==> src/core/wws_pkg.sv <==
// Constants, timing counts and the pin carrier for the window watchdog supervisor.
// Assumes a single 100 MHz clock; the internal oscillator is derived from it.
//
// Contract
// - Full window is 5000 oscillator periods; a fault pulse lasts one period.
// - Each regular window is a closed half followed by an open half.
// - After initialization a single open window of eight full windows comes first.
// - Service in an open window restarts counting with a closed window.
// - A kick during a closed window registers a fault.
// - Any open window ending without a kick registers a fault.
// - The watchdog runs only while the active-low enable is low.
// - Rising reset output while enabled initializes the watchdog.
// - Pulsed variant drives the fault output low one pulse time per fault.
// - Pulsed variant finishes a started fault pulse even when disabled.
// - Flag variant latches the flag high and pulses reset output low.
// - Flag clears on re-enable, or about 5 us after proper service.
// - Flag stays low without fault and clears when reset output drops.
// - Flag variant reset pulse runs full length even when disabled.
// - Reset output rises only after regulation plus the power-on delay.
package wws_pkg;

    // ****************************************************************
    // Clock and timing
    // ****************************************************************
    localparam int CLK_PERIOD_NS      = 10;
    localparam int WINDOW_OSC_PERIODS = 5000;
    localparam int HALF_OSC_PERIODS   = WINDOW_OSC_PERIODS / 2;
    localparam int FIRST_OSC_PERIODS  = 8 * WINDOW_OSC_PERIODS;
    localparam int DEGLITCH_TIME_NS   = 5500;
    localparam int DEGLITCH_CYC       = DEGLITCH_TIME_NS / CLK_PERIOD_NS;
    localparam int FLAG_CLEAR_NS      = 5000;
    localparam int FLAG_CLEAR_CYC     = FLAG_CLEAR_NS / CLK_PERIOD_NS;
    localparam int POR_DELAY_NS       = 250000;
    localparam int POR_DELAY_CYC      = POR_DELAY_NS / CLK_PERIOD_NS;
    localparam int OSC_DIV_DEFAULT    = 100;
    localparam int WCNT_W             = 16;

    // ****************************************************************
    // Types
    // ****************************************************************
    typedef enum logic [2:0] {
        WWS_IDLE   = 3'b000,
        WWS_FIRST  = 3'b001,
        WWS_CLOSED = 3'b010,
        WWS_OPEN   = 3'b011,
        WWS_HOLD   = 3'b100
    } wws_state_e;

    typedef struct packed {
        logic supervisor_enable_n;
        logic kick_input;
        logic power_ok;
    } wws_pins_s;

    localparam wws_pins_s PINS_RESET = '{supervisor_enable_n: 1'b1,
                                         kick_input: 1'b0, power_ok: 1'b0};

endpackage

==> src/core/wws_sync.sv <==
// Three-stage synchronizer with agreement filter for asynchronous pins.
// Assumes inputs are static levels from outside the clock domain.
`timescale 1ns/1ps
module wws_sync #(
    parameter int                 W         = 3,
    parameter logic [W-1:0]       RESET_VAL = '0
) (
    input  wire logic             clk,
    input  wire logic             rst_b,
    input  wire logic [W-1:0]     din,
    output logic      [W-1:0]     dout
);
    logic [W-1:0] s1_q;
    logic [W-1:0] s2_q;
    logic [W-1:0] s3_q;

    // Stage one feeds only stage two, to keep metastability contained
    always_ff @(posedge clk or negedge rst_b)
    begin
        if (!rst_b)
        begin
            s1_q <= RESET_VAL;
            s2_q <= RESET_VAL;
            s3_q <= RESET_VAL;
        end
        else
        begin
            s1_q <= din;
            s2_q <= s1_q;
            s3_q <= s2_q;
        end
    end

    // A bit changes only once stages two and three agree
    always_ff @(posedge clk or negedge rst_b)
    begin
        if (!rst_b)
            dout <= RESET_VAL;
        else
            dout <= (~(s2_q ^ s3_q) & s3_q) | ((s2_q ^ s3_q) & dout);
    end
endmodule

==> src/core/wws_supervisor.sv <==
// Window watchdog supervisor with power-good reset output.
// Assumes pins arrive asynchronously; the oscillator is a divider of clk.
`timescale 1ns/1ps
module wws_supervisor #(
    parameter bit FLAG_VARIANT  = 1'b0,
    parameter int OSC_DIV       = wws_pkg::OSC_DIV_DEFAULT,
    parameter int POR_DELAY_CYC = wws_pkg::POR_DELAY_CYC
) (
    input  wire logic clk,
    input  wire logic rst_b,
    input  wire logic supervisor_enable_n,
    input  wire logic kick_input,
    input  wire logic power_ok,
    output logic      power_good_reset_n,
    output logic      fault_pulse_out,
    output logic      fault_latch_out
);
    localparam int DIV_W = $clog2(OSC_DIV + 1);
    localparam int POR_W = $clog2(POR_DELAY_CYC + wws_pkg::DEGLITCH_CYC + 1);
    localparam int CLR_W = $clog2(wws_pkg::FLAG_CLEAR_CYC + 1);
    localparam int WCW = wws_pkg::WCNT_W;
    localparam logic [WCW-1:0] HALF_LAST  = WCW'(wws_pkg::HALF_OSC_PERIODS - 1);
    localparam logic [WCW-1:0] FIRST_LAST = WCW'(wws_pkg::FIRST_OSC_PERIODS - 1);

    // One clock per oscillator period is the fastest the pulse counter serves
    initial
    begin
        if (OSC_DIV < 1 || POR_DELAY_CYC < 1)
            $error("wws_supervisor: OSC_DIV must be >= 1, POR_DELAY_CYC >= 1");
    end

    // ****************************************************************
    // Input synchronization and edges
    // ****************************************************************
    wws_pkg::wws_pins_s pins_raw;
    wws_pkg::wws_pins_s pins;
    assign pins_raw = '{supervisor_enable_n: supervisor_enable_n,
                        kick_input: kick_input, power_ok: power_ok};

    wws_sync #(.W(3), .RESET_VAL(wws_pkg::PINS_RESET)) u_sync (
        .clk   (clk),
        .rst_b (rst_b),
        .din   (pins_raw),
        .dout  (pins)
    );

    logic en;
    logic en_prev_q;
    logic kick_prev_q;
    logic por_ok_q;
    logic por_prev_q;
    assign en = ~pins.supervisor_enable_n;

    // Previous levels for edge detection
    always_ff @(posedge clk or negedge rst_b)
    begin
        if (!rst_b)
        begin
            en_prev_q   <= 1'b0;
            kick_prev_q <= 1'b0;
            por_prev_q  <= 1'b0;
        end
        else
        begin
            en_prev_q   <= en;
            kick_prev_q <= pins.kick_input;
            por_prev_q  <= por_ok_q;
        end
    end

    logic kick_rise;
    logic en_fall_n;
    logic por_rise;
    assign kick_rise = pins.kick_input & ~kick_prev_q;
    assign en_fall_n = en & ~en_prev_q;
    assign por_rise  = por_ok_q & ~por_prev_q;

    // ****************************************************************
    // Power-on delay and deglitch
    // ****************************************************************
    logic [POR_W-1:0] por_cnt_q;
    logic [POR_W-1:0] por_last;
    assign por_last = pins.power_ok ? POR_W'(POR_DELAY_CYC - 1)
                                    : POR_W'(wws_pkg::DEGLITCH_CYC - 1);

    // Level must disagree for the full delay before it is taken
    always_ff @(posedge clk or negedge rst_b)
    begin
        if (!rst_b)
        begin
            por_ok_q  <= 1'b0;
            por_cnt_q <= '0;
        end
        else if (pins.power_ok == por_ok_q)
            por_cnt_q <= '0;
        else if (por_cnt_q == por_last)
        begin
            por_ok_q  <= pins.power_ok;
            por_cnt_q <= '0;
        end
        else
            por_cnt_q <= por_cnt_q + POR_W'(1);
    end

    // ****************************************************************
    // Oscillator and fault pulse timing
    // ****************************************************************
    logic [DIV_W-1:0] div_q;
    logic             tick;
    assign tick = (div_q == DIV_W'(OSC_DIV - 1));

    // Free-running oscillator; window phase may slip up to one period
    always_ff @(posedge clk or negedge rst_b)
    begin
        if (!rst_b)
            div_q <= '0;
        else
            div_q <= tick ? '0 : div_q + DIV_W'(1);
    end

    logic             fault;
    logic             service;
    logic             pulse_act_q;
    logic [DIV_W-1:0] pulse_cnt_q;
    logic             pulse_end;
    assign pulse_end = pulse_act_q && (pulse_cnt_q == DIV_W'(OSC_DIV - 1));

    // Pulse length is one oscillator period and ignores enable
    always_ff @(posedge clk or negedge rst_b)
    begin
        if (!rst_b)
        begin
            pulse_act_q <= 1'b0;
            pulse_cnt_q <= '0;
        end
        else if (fault)
        begin
            pulse_act_q <= 1'b1;
            pulse_cnt_q <= '0;
        end
        else if (pulse_end)
            pulse_act_q <= 1'b0;
        else if (pulse_act_q)
            pulse_cnt_q <= pulse_cnt_q + DIV_W'(1);
    end

    // ****************************************************************
    // Window sequencer
    // ****************************************************************
    wws_pkg::wws_state_e         st_q;
    logic [wws_pkg::WCNT_W-1:0]  wcnt_q;
    logic                        run;
    logic                        init;
    logic                        at_half;
    logic                        at_first;
    assign run      = en && por_ok_q;
    assign init     = (por_rise && en)
                    || (en_fall_n && por_ok_q)
                    || (!FLAG_VARIANT && pulse_end && run);
    assign at_half  = tick && (wcnt_q == HALF_LAST);
    assign at_first = tick && (wcnt_q == FIRST_LAST);

    // Fault and service decisions for this cycle
    always_comb
    begin
        fault   = 1'b0;
        service = 1'b0;
        if (run && !init)
        begin
            case (st_q)
                wws_pkg::WWS_FIRST:
                begin
                    service = kick_rise;
                    fault   = !kick_rise && at_first;
                end
                wws_pkg::WWS_CLOSED: fault = kick_rise;
                wws_pkg::WWS_OPEN:
                begin
                    service = kick_rise;
                    fault   = !kick_rise && at_half;
                end
                default: ;
            endcase
        end
    end

    // State and window counter; a kick ends its phase, so one per phase
    always_ff @(posedge clk or negedge rst_b)
    begin
        if (!rst_b)
        begin
            st_q   <= wws_pkg::WWS_IDLE;
            wcnt_q <= '0;
        end
        else if (!run)
        begin
            st_q   <= wws_pkg::WWS_IDLE;
            wcnt_q <= '0;
        end
        else if (init)
        begin
            st_q   <= wws_pkg::WWS_FIRST;
            wcnt_q <= '0;
        end
        else if (fault)
        begin
            st_q   <= FLAG_VARIANT ? wws_pkg::WWS_CLOSED : wws_pkg::WWS_HOLD;
            wcnt_q <= '0;
        end
        else if (service)
        begin
            st_q   <= wws_pkg::WWS_CLOSED;
            wcnt_q <= '0;
        end
        else if (st_q == wws_pkg::WWS_CLOSED && at_half)
        begin
            st_q   <= wws_pkg::WWS_OPEN;
            wcnt_q <= '0;
        end
        else if (tick && st_q != wws_pkg::WWS_IDLE && st_q != wws_pkg::WWS_HOLD)
            wcnt_q <= wcnt_q + wws_pkg::WCNT_W'(1);
    end

    // ****************************************************************
    // Outputs and flag
    // ****************************************************************
    logic             flag_q;
    logic             clr_act_q;
    logic [CLR_W-1:0] clr_cnt_q;
    logic             clr_done;
    assign clr_done = clr_act_q && (clr_cnt_q == CLR_W'(wws_pkg::FLAG_CLEAR_CYC - 1));

    // Delayed clear after proper service while the flag stands
    always_ff @(posedge clk or negedge rst_b)
    begin
        if (!rst_b)
        begin
            clr_act_q <= 1'b0;
            clr_cnt_q <= '0;
        end
        else if (!flag_q || !run || fault)
            clr_act_q <= 1'b0;
        else if (service && !clr_act_q)
        begin
            clr_act_q <= 1'b1;
            clr_cnt_q <= '0;
        end
        else if (clr_done)
            clr_act_q <= 1'b0;
        else if (clr_act_q)
            clr_cnt_q <= clr_cnt_q + CLR_W'(1);
    end

    // Set wins over every clear source
    always_ff @(posedge clk or negedge rst_b)
    begin
        if (!rst_b)
            flag_q <= 1'b0;
        else if (FLAG_VARIANT && fault)
            flag_q <= 1'b1;
        else if (!por_ok_q || en_fall_n || clr_done)
            flag_q <= 1'b0;
    end

    // Registered pins; one clock behind the internal pulse
    always_ff @(posedge clk or negedge rst_b)
    begin
        if (!rst_b)
        begin
            power_good_reset_n <= 1'b0;
            fault_pulse_out    <= 1'b1;
            fault_latch_out    <= 1'b0;
        end
        else
        begin
            power_good_reset_n <= por_ok_q && !(FLAG_VARIANT && pulse_act_q);
            fault_pulse_out    <= !(!FLAG_VARIANT && pulse_act_q);
            fault_latch_out    <= flag_q;
        end
    end
endmodule

==> config.mk <==
export PLATFORM = sky130hd
export DESIGN_NAME = wws_supervisor
export DESIGN_NICKNAME = d
export VERILOG_FILES = /design/src/core/wws_pkg.sv /design/src/core/wws_sync.sv /design/src/core/wws_supervisor.sv
export SDC_FILE = /design/constraint.sdc
export NUM_CORES = 1
export LEC_CHECK = 0
export BUFFER_PORTS_ARGS = -buffer_cell sky130_fd_sc_hd__clkbuf_2
export CORE_MARGIN = 8
export CORE_UTILIZATION = 35
export CTS_BUF_LIST = sky130_fd_sc_hd__clkbuf_4 sky130_fd_sc_hd__clkbuf_8 sky130_fd_sc_hd__clkbuf_16
export DETAILED_ROUTE_END_ITERATION = 10
export SLEW_MARGIN = 20
export SYNTH_ARGS = -nofsm -noshare
export SYNTH_HDL_FRONTEND = slang
export SYNTH_SLANG_ARGS = --single-unit
==> constraint.sdc <==
create_clock -name clk -period 2.1 [get_ports clk]
set_input_delay 0.42 -clock clk [delete_from_list [all_inputs] [get_ports clk]]
set_output_delay 0.42 -clock clk [all_outputs]
set_load 0.1 [all_outputs]
* Word level (Yosys, flattened, before mapping)
Index checks and enable logic that the tools add are counted.
Storage, ports and cells: register bits 66, input bits 5, output and inout port bits 3
Operators by class: add/subtract/negate cells 4, eq/ne operators 13, muxes and demuxes 24, bitwise operators 13, reduce and logical (&&, ||, !) cells 24
Operators by type and width (count):
- 16-bit 2-to-1 mux | 6
- 15-bit 2-to-1 mux | 3
- 7-bit 2-to-1 mux | 4
- 16-bit by 1-bit adder with 16-bit output, second input constant | 1
- 16-bit by 12-bit equality test with 1-bit output, second input constant | 1
- 16-bit equality test, second input constant | 1
- 15-bit by 1-bit adder with 15-bit output, second input constant | 1
- 15-bit equality test | 1
- 3-bit 2-to-1 mux | 5
- 7-bit by 1-bit adder with 7-bit output, second input constant | 2
- 7-bit equality test, second input constant | 2
- 1-bit logical AND | 13
- 3-bit bitwise AND | 2
- 3-bit by 2-bit equality test with 1-bit output, second input constant | 2
- 6-bit by 4-bit != test with 1-bit output, second input constant | 1
- 1-bit 2-to-1 mux | 5
- 5-bit by 4-bit != test with 1-bit output, second input constant | 1
- 1-bit NOT | 5
- 2-bit AND reduction | 2
- 2-bit nonzero test | 2
- 1-bit bitwise AND | 3
- 3-bit by 1-bit equality test with 1-bit output, second input constant | 1
- 1-bit logical NOT | 3
- 3-bit != test, second input constant | 1
- 9 further kinds | 10

* Longest topological paths before layout
Gate-level depths: netlist of the first run.
depth in word-level cells 12, depth in mapped cells 8

* Hierarchy
Synthesis of the first run repeated with hierarchy kept, for this count alone.
Second synthesis, totals: cells, all modules 284, area, all modules 3130.5 sq um
Modules (own cells, without submodules):
- wws_supervisor | times used 1, cells an instance 269, area an instance 2791.4 sq um, sequential area each 1352.5 sq um
- wws_sync | times used 1, cells an instance 15, area an instance 339.1 sq um, sequential area each 305.3 sq um

* Least setup slack after synthesis of the first run
Ideal clock, no wire load.
path type reg-to-reg, start point register div_q[0], end point register wcnt_q[10] (netlist name), library setup time 126 ps, arrival 1772 ps, setup slack 202 ps, stages on the path, launching flop included 8, path through dfrtp_1 -> ha_1 -> nand4bb_4 -> nor2_1 -> a31oi_2 -> o21ai_4 -> buf_12 -> nor3_2
On the way: cells in the longest elaborated chain, start to end 8
RTL lines:
- start: declaration | line wws_supervisor.sv:108 | logic [DIV_W-1:0] div_q;
- start signal: assignment | line wws_supervisor.sv:118 | div_q <= tick ? '0 : div_q + DIV_W'(1);
- 7-bit equality test * | line wws_supervisor.sv:110 | assign tick = (div_q == DIV_W'(OSC_DIV - 1));
- 1-bit logical AND, on equally long branches | line wws_supervisor.sv:160, wws_supervisor.sv:161
- 1-bit logical AND, on equally long branches | line wws_supervisor.sv:180, wws_supervisor.sv:174, wws_supervisor.sv:215
- 1-bit case mux with 3 select lines or 16-bit 2-to-1 mux (tied branches) | line wws_supervisor.sv:170, wws_supervisor.sv:215
- 1-bit 2-to-1 mux or 16-bit 2-to-1 mux (tied branches) | line wws_supervisor.sv:168, wws_supervisor.sv:210
- 16-bit 2-to-1 mux | line wws_supervisor.sv:205 | else if (fault)
- 16-bit 2-to-1 mux | line wws_supervisor.sv:200 | else if (init)
- 16-bit 2-to-1 mux | line wws_supervisor.sv:195 | else if (!run)
- end signal: assignment | line wws_supervisor.sv:221 | wcnt_q <= wcnt_q + wws_pkg::WCNT_W'(1);
- end: declaration | line wws_supervisor.sv:151 | logic [wws_pkg::WCNT_W-1:0] wcnt_q;
Every way passes the cells marked *; elsewhere a longest branch is shown, timed or not. A chain may end at the register's enable or synchronous reset.

* Worst setup path in the final report of the first run
start point register wcnt_q[0] (netlist name), end point register wcnt_q[6] (netlist name)
On the way: cells in the longest elaborated chain, start to end 8
RTL lines:
- parallel branches: the longest is 8 deep, another holds 16-bit by 1-bit adder with 16-bit output
Several ways; the timed one is not identified. The select of a mux whose other input is x is not followed.

==> results of run 1 <==
power groups by stage:
stage | Combinational [W] | Clock (W) | Sequential, W
after CTS | 0.0000945 | 0.00116 | 0.00132
after floorplan | 0.0000500 | 0 | 0.00134
after global placement | 0.0000898 | 0 | 0.00135
after global routing | 0.000105 | 0.00120 | 0.00133
after detailed placement | 0.0000927 | 0 | 0.00135
final | 0.0000910 | 0.00112 | 0.00132
cell usage in the layout (no fill, tap or decap), types with 3 or more instances in the layout:
cell type,synthesis,final
and3_1,5,5
clkbuf_2,0,5
nor2_1,40,40
nor4_2,4,3
inv_1,11,11
nand2b_1,5,5
ha_1,4,3
dfrtp_1,61,61
or2_2,4,4
xor2_1,8,8
clkbuf_8,0,11
xnor2_1,30,30
nand3_1,16,16
nor3_2,15,15
dfstp_2,5,5
nor2b_1,3,3
nor3_1,14,14
nor3b_1,3,3
maj3_1,3,3
buf_4,1,8
a21oi_1,3,3
nand2_1,13,13
nand4_1,10,10
cell usage after synthesis, drive strengths merged:
master    n
a31oi     2
o41ai     1
nor4      7
nand4    10
inv      11
o2111a    1
nor3     29
nor2     40
o22ai     1
ha        4
nor4b     2
nand2    13
nor2b     3
conb      1
o21ai     3
or2       4
mux2      1
and3      5
or3       2
o31ai     2
a21oi     4
mux2i     1
dfrtp    61
nand4b    1
nand3    16
or3b      1
dfstp     5
maj3      3
nand2b    5
xor2      8
buf       6
and4      1
nand4bb   2
xnor2    30
o21a      1
nor3b     4
flip-flops by register name, summed over array words and instances (netlist names), 3 cells and up, named ones only:
| name | flops |
|---|---|
| pulse_cnt_q | 7 |
| u_sync.s3_q | 3 |
| wcnt_q | 16 |
| st_q | 3 |
| u_sync.s1_q | 3 |
| u_sync.s2_q | 3 |
| por_cnt_q | 15 |
| div_q | 7 |
worst max-delay path: stages, from the launching register on:
cell and delay, ps:
dfrtp_1 420, ha_1 260, nor3b_1 160, and4_1 230, a31oi_2 340, o21ai_4 110
buf_12 170, nor3_1 180
stage by stage:
stage,hold slack [ps],instance area [µm²]
after floorplan,124,3210
after global placement,331,3420
after detailed placement,339,3420
after CTS,128,3640
after global routing,129,3660
final,149,3660
metal layers:
layer	track usage	vias up	wire length, µm	part of all wire
met1	0.125	1049	2730	0.49
li1	-	1051	-	-
met2	0.149	15	2570	0.46
met5	0	-	0	0
met4	0.0602	0	148	0.027
met3	0.0249	13	138	0.025
area by class of cell:
cell class                 instances  area [µm²]
fill                             851        5410
sequential                        66        1660
multi-input combinational        208        1460
clock buffer                      11         151
timing repair buffer              18         151
tap                              111         139
clock inverter                     5        60.1
inverter                          11        41.3
worst min-delay path by stage:
stage               cells after the start             end  slack [ps]
CTS                                     1  u_sync.s1_q[2]         130
floorplan                               0       async pin         120
detailed placement                      0  u_sync.s2_q[1]         340
global route                            1  u_sync.s1_q[2]         130
global placement                        0  u_sync.s2_q[0]         330
finish                                  1  u_sync.s1_q[2]         150
logic make-up after synthesis:
kind of cell / share of synthesized area
compound gates: 0.0367
xor+xnor: 0.104
fa+ha+maj: 0.0250
buf+inv: 0.0328
flops: 0.517
mux: 0.00663
other cells: 0.00117
simple gates: 0.277
timing repair:
item,4_1_cts,5_1_grt
hold buffers,1,0
resized for setup,0,3
setup buffers,0,0
hold endpoints to repair,1,0
setup endpoints to repair,0,3
==> metrics, run 1 <==
critical path required time 2360 ps; Final TNS setup 0 ps; leakage power 1.44 nW; Routability Congestion 0.725; Worst setup endpoint wcnt_q[6]; Die H 112 µm; Unique masters post-synth 48; clock share of power 0.442; layout cells sized above 1 0.216; CTS tree done; Hold Path Origin supervisor_enable_n; die area 0.0125 mm²; register area share after synthesis 0.517; pin count of the biggest net entering global routing 50; capture point of the worst reg-to-reg path wcnt_q[6]; crit share post-route 0.937; routed len/inst 13.0 µm; critical path type reg2reg; Total GRT Usage 0.0989; crit path DAT 2220 ps; Max Cap Viol 0; cells taking the most area after synthesis dfrtp_1, xnor2_1, nor2_1, nor3_2, dfstp_2; r2r startpoint wcnt_q[0]; CP max FO 17; FP Rows 35; clk_lat worst skew 340 ps; Int Pwr 0.00195 W; endpoints failing hold 0; PnR Total Power 0.00253 W; port bufs 6; fin. max-slew vios 0; Hold Crit Class in2reg; Crit. End Element flip-flop; drt initial violations 91; Max Root-Sink Buffers 2; maximum clock rate 508 MHz; global route overflow 0; dpl cells 413; top-area cell type share of the netlist area 0.476; Cell Area, Synth 0.00321 mm²; antenna-violating nets left 0; vias 2,128; H-tree lvl count 3; final wirelength 5580 µm; switching part of the total power 0.230; final setup fails 0; clk sink count 66; hpwl dp 3870 µm; Worst Tran Pin Value 541 ps; status finished clean; Synth area leader dfrtp_1; area grow syn2layout 14.0%; Core ar. 0.00906 mm²; Tmin final 1970 ps; FF-to-FF path depth 7; antenna violations before repair 0; Reg power frac 0.522; first-pass iteration count of the detailed router 4; skew final 8.48 ps; syn_nets 300; fin worst setup slack 133 ps; ant diodes 0; PD cells 693 mW/mm²; DR DRC count 0; Final #Nets 323; R2R setup slack 130 ps; number of global-route vias before repair 2,138; Clock Root Buffer clkbuf_8; Reg clk slew, reported paths 70 ps; CP Launch Type flip-flop; pre-CTS WS 101 ps; combinational share of power 0.036; DR vias/cell 4.95; Critical Path Source wcnt_q[0]; RSZ-0062 raised after global routing no; clock buffer count from CTS 9; Initial Util 0.354; first-pass GRT wire length 10,100 µm; FF+latch count, synth 66; switching power total 0.000583 W; final std cells w/o fill 430; Max VDD drop 0.491 mV; Avg Inst Size Synth 11.0 µm²; Die W 112 µm; Synth warnings 0; IO Count 8; Synth Instances 291; final core occ 0.403; relative slew slack 0.641
Power figures use the tool's default switching activity.
==> inputs of run 2 (changes only) <==
- ABC_AREA: not set -> 1
- CORE_MARGIN: 8 -> 2
- SKIP_CTS_REPAIR_TIMING: not set -> 1
==> run 2 against run 1 <==
Non-clock buffer count down 8. Worst hold slack better by 15 ps. First-iteration DRC count fell by 2.2%. Total power is 3.2% higher. Sequential power barely moved. Routed wire length rose by 6.8%. Area after synthesis grew 2.9%. Combinational power is 2% lower. Critical endpoint is now wcnt_q[8]. Largest cell class unchanged.
==> metrics, run 2 <==
CP Launch Type flip-flop; ant diodes 0 (unchanged); Avg Inst Size Synth 8.64 µm² (-22%); routed len/inst 11.6 µm (-11%); main flop type after synthesis dfrtp_1; leakage power 1.75 nW (+22%); status finished clean; Reg clk slew, reported paths 70 ps (about the same); CP peak stage delay 400 ps (-20 ps); crit path DAT 2090 ps (-130 ps); Max Cap Viol 0 (unchanged); drt initial violations 89 (-2.2%); fin. max-slew vios 0 (unchanged); Filler cells 900 (+5.8%); Die W 101 µm (-9.5%); Max VDD drop 0.371 mV (-24%); die area 0.0102 mm² (-18%); RSZ-0062 raised after global routing no; DR DRC count 0 (unchanged); Synth warnings 0 (unchanged); IO Count 8 (unchanged); maximum clock rate 543 MHz (+6.8%); antenna-violating nets left 0 (unchanged); H-tree lvl count 3 (unchanged); CP max FO 13 (-4); Reg power frac 0.505 (-0.017); number of global-route vias before repair 2,495 (+17%); most used cell, CP nor2_1; final setup fails 0 (unchanged); relative slew slack 0.642 (about the same); skew final 7.57 ps (-0.912 ps); critical path type reg2reg; FP Rows 35 (unchanged); most common cell in the netlist nand2_1; Initial Util 0.359 (+0.00515); crit share post-route 0.877 (-0.0598); first-pass iteration count of the detailed router 4 (unchanged); combinational share of power 0.034 (-0.002); Synth area leader dfrtp_1; DR vias/cell 4.76 (-3.9%); PnR Total Power 0.00261 W (+3.2%); most frequent cells in the layout nand2_1, dfrtp_1, nor2_1; Seq. cell area 0.00166 mm² (unchanged); top-area cell type share of the netlist area 0.462 (-0.0135); cells taking the most area after synthesis dfrtp_1, nand2_1, nor2_1, inv_1, xor2_1; vias 2,454 (+15%); Hold Crit Class in2reg; port bufs 6 (unchanged); Max Root-Sink Buffers 2 (unchanged); global route overflow 0 (unchanged); final core occ 0.404 (about the same); clk_lat worst skew 340 ps (about the same); register area share after synthesis 0.502 (-0.0147); Tmin final 1840 ps (-126 ps); Post-synth EDFFs 0 (unchanged); endpoints failing hold 0 (unchanged); clock buffer count from CTS 9 (unchanged); Final TNS setup 0 ps (unchanged); pin count of the biggest net entering global routing 34 (-32%); Clock Root Buffer clkbuf_8; Critical path buffers and inverters 0 (-1); switching power total 0.000545 W (-6.5%); hold slack final 164 ps (+14.5 ps); Final #Nets 409 (+27%); Synth Instances 382 (+31%); switching part of the total power 0.209 (-0.0216); ys async rst share 1.00 (unchanged); antenna violations before repair 0 (unchanged); clk sink count 66 (unchanged); Biggest register wcnt_q; Cell Area, Synth 0.00330 mm² (+2.9%); area grow syn2layout 12.5%; syn_nets 391 (+30%); commonest non-fill, non-tap cell in the layout nand2_1; dpl cell area 0.00347 mm² (+1.6%); Worst Tran Pin Value 540 ps (-0.933 ps); CTS tree done; multi-input logic area 0.00142 mm² (-2.7%); largest registers wcnt_q: 16 flops, por_cnt_q: 15 flops; layout cells sized above 1 0.131 (-0.0854); max reg flops 16 (unchanged); clock share of power 0.461 (+0.019); slowest stage cell on the critical path dfrtp_1; final wirelength 5960 µm (+6.8%); FF+latch count, synth 66 (unchanged); Die H 101 µm (-9.5%); first-pass GRT wire length 11,000 µm (+8.7%); Total GRT Usage 0.134 (+0.0353); critical path required time 2350 ps (about the same); Crit. End Element flip-flop; PD cells 704 mW/mm² (+1.6%); Routability Congestion 0.858 (+18%); Unique masters post-synth 34 (-29%); hpwl dp 4300 µm (+11%); Design Area, Final 0.00371 mm² (+1.5%); Core ar. 0.00920 mm² (+1.4%); Int Pwr 0.00207 W (+6.1%); CP cell instances ha_1, nand2_1, nor2_4, nand3_2, nor2_1, nor2_1, nand4_2, nor3_1; Crit path max-delay family simple AND/OR/NAND/NOR gates; most instantiated cells after synthesis nand2_1, dfrtp_1, nor2_1
run 2: cell count changes in the layout (fill, tap and decap cells not counted), moves of 6 or more:
| cell | change |
|---|---|
| o21ai_0 | +8 |
| nor2_2 | +7 |
| xor2_1 | +11 |
| nor3_2 | -13 |
| inv_1 | +41 |
| nor2_1 | +16 |
| nand2_1 | +50 |
| buf_4 | -6 |
| nand3_1 | +15 |
| xnor2_1 | -28 |
| a21oi_1 | +12 |
run 2: cell type report:
cell class	instances	area share
multi-input cells	260	0.382
inverters	53	0.0536
flip-flops and latches	66	0.447
repair buffers	10	0.0202
clock buffers	13	0.0431
well taps	111	0.0374
clock inverters	3	0.0175
run 2: kinds of logic (layout without fill, tap and decap cells):
logic type,Yosys count,in the layout,share of synthesized area
and+or+nand+nor,205,205,0.307
xor gates and xnor gates,21,21,0.0557
DFF,66,66,0.502
AOI/OAI and AO/OA,26,26,0.0402
buffers and inverters,56,79,0.0694
other,1,1,0.00114
adders and majority gates,7,7,0.0243
run 2: power groups by stage:
stage / Clock [W] / Sequential [W] / Combinational [W]
after global routing: 0.00129 / 0.00132 / 0.000105
final: 0.00120 / 0.00132 / 0.0000891
after floorplan: 0 / 0.00134 / 0.0000479
after global placement: 0 / 0.00134 / 0.0000893
after CTS: 0.00125 / 0.00132 / 0.0000910
after detailed placement: 0 / 0.00134 / 0.0000909
run 2: final timing paths:
kind	from	end	slack, ps	depth (start not counted)
max in group asynchronous	rst_b	por_cnt_q[5]	980	3
min in group asynchronous	rst_b	wcnt_q[4]	530	2
hold reg to reg	u_sync.s1_q[1]	u_sync.s2_q[1]	350	0
hold / removal	supervisor_enable_n	u_sync.s1_q[2]	160	1
setup / recovery	div_q[0]	wcnt_q[8]	260	8
setup reg to reg	div_q[0]	wcnt_q[8]	260	8
run 2: per-stage QoR:
| step | std cells | worst slack [ps] |
|---|---|---|
| 6_report | 516 | 258 |
| 4_1_cts | 515 | 243 |
| 5_1_grt | 516 | 56.7 |
| 3_3_place_gp | 499 | 330 |
| 3_5_place_dp | 499 | 242 |
| 2_1_floorplan | 382 | 197 |
run 2: per-layer routing:
metal / wire (µm) / GRT usage / share of wire
met5: 0 / 0 / 0
met4: 119 / 0.0530 / 0.020
met3: 184 / 0.0368 / 0.031
met2: 2730 / 0.208 / 0.46
met1: 2930 / 0.179 / 0.49
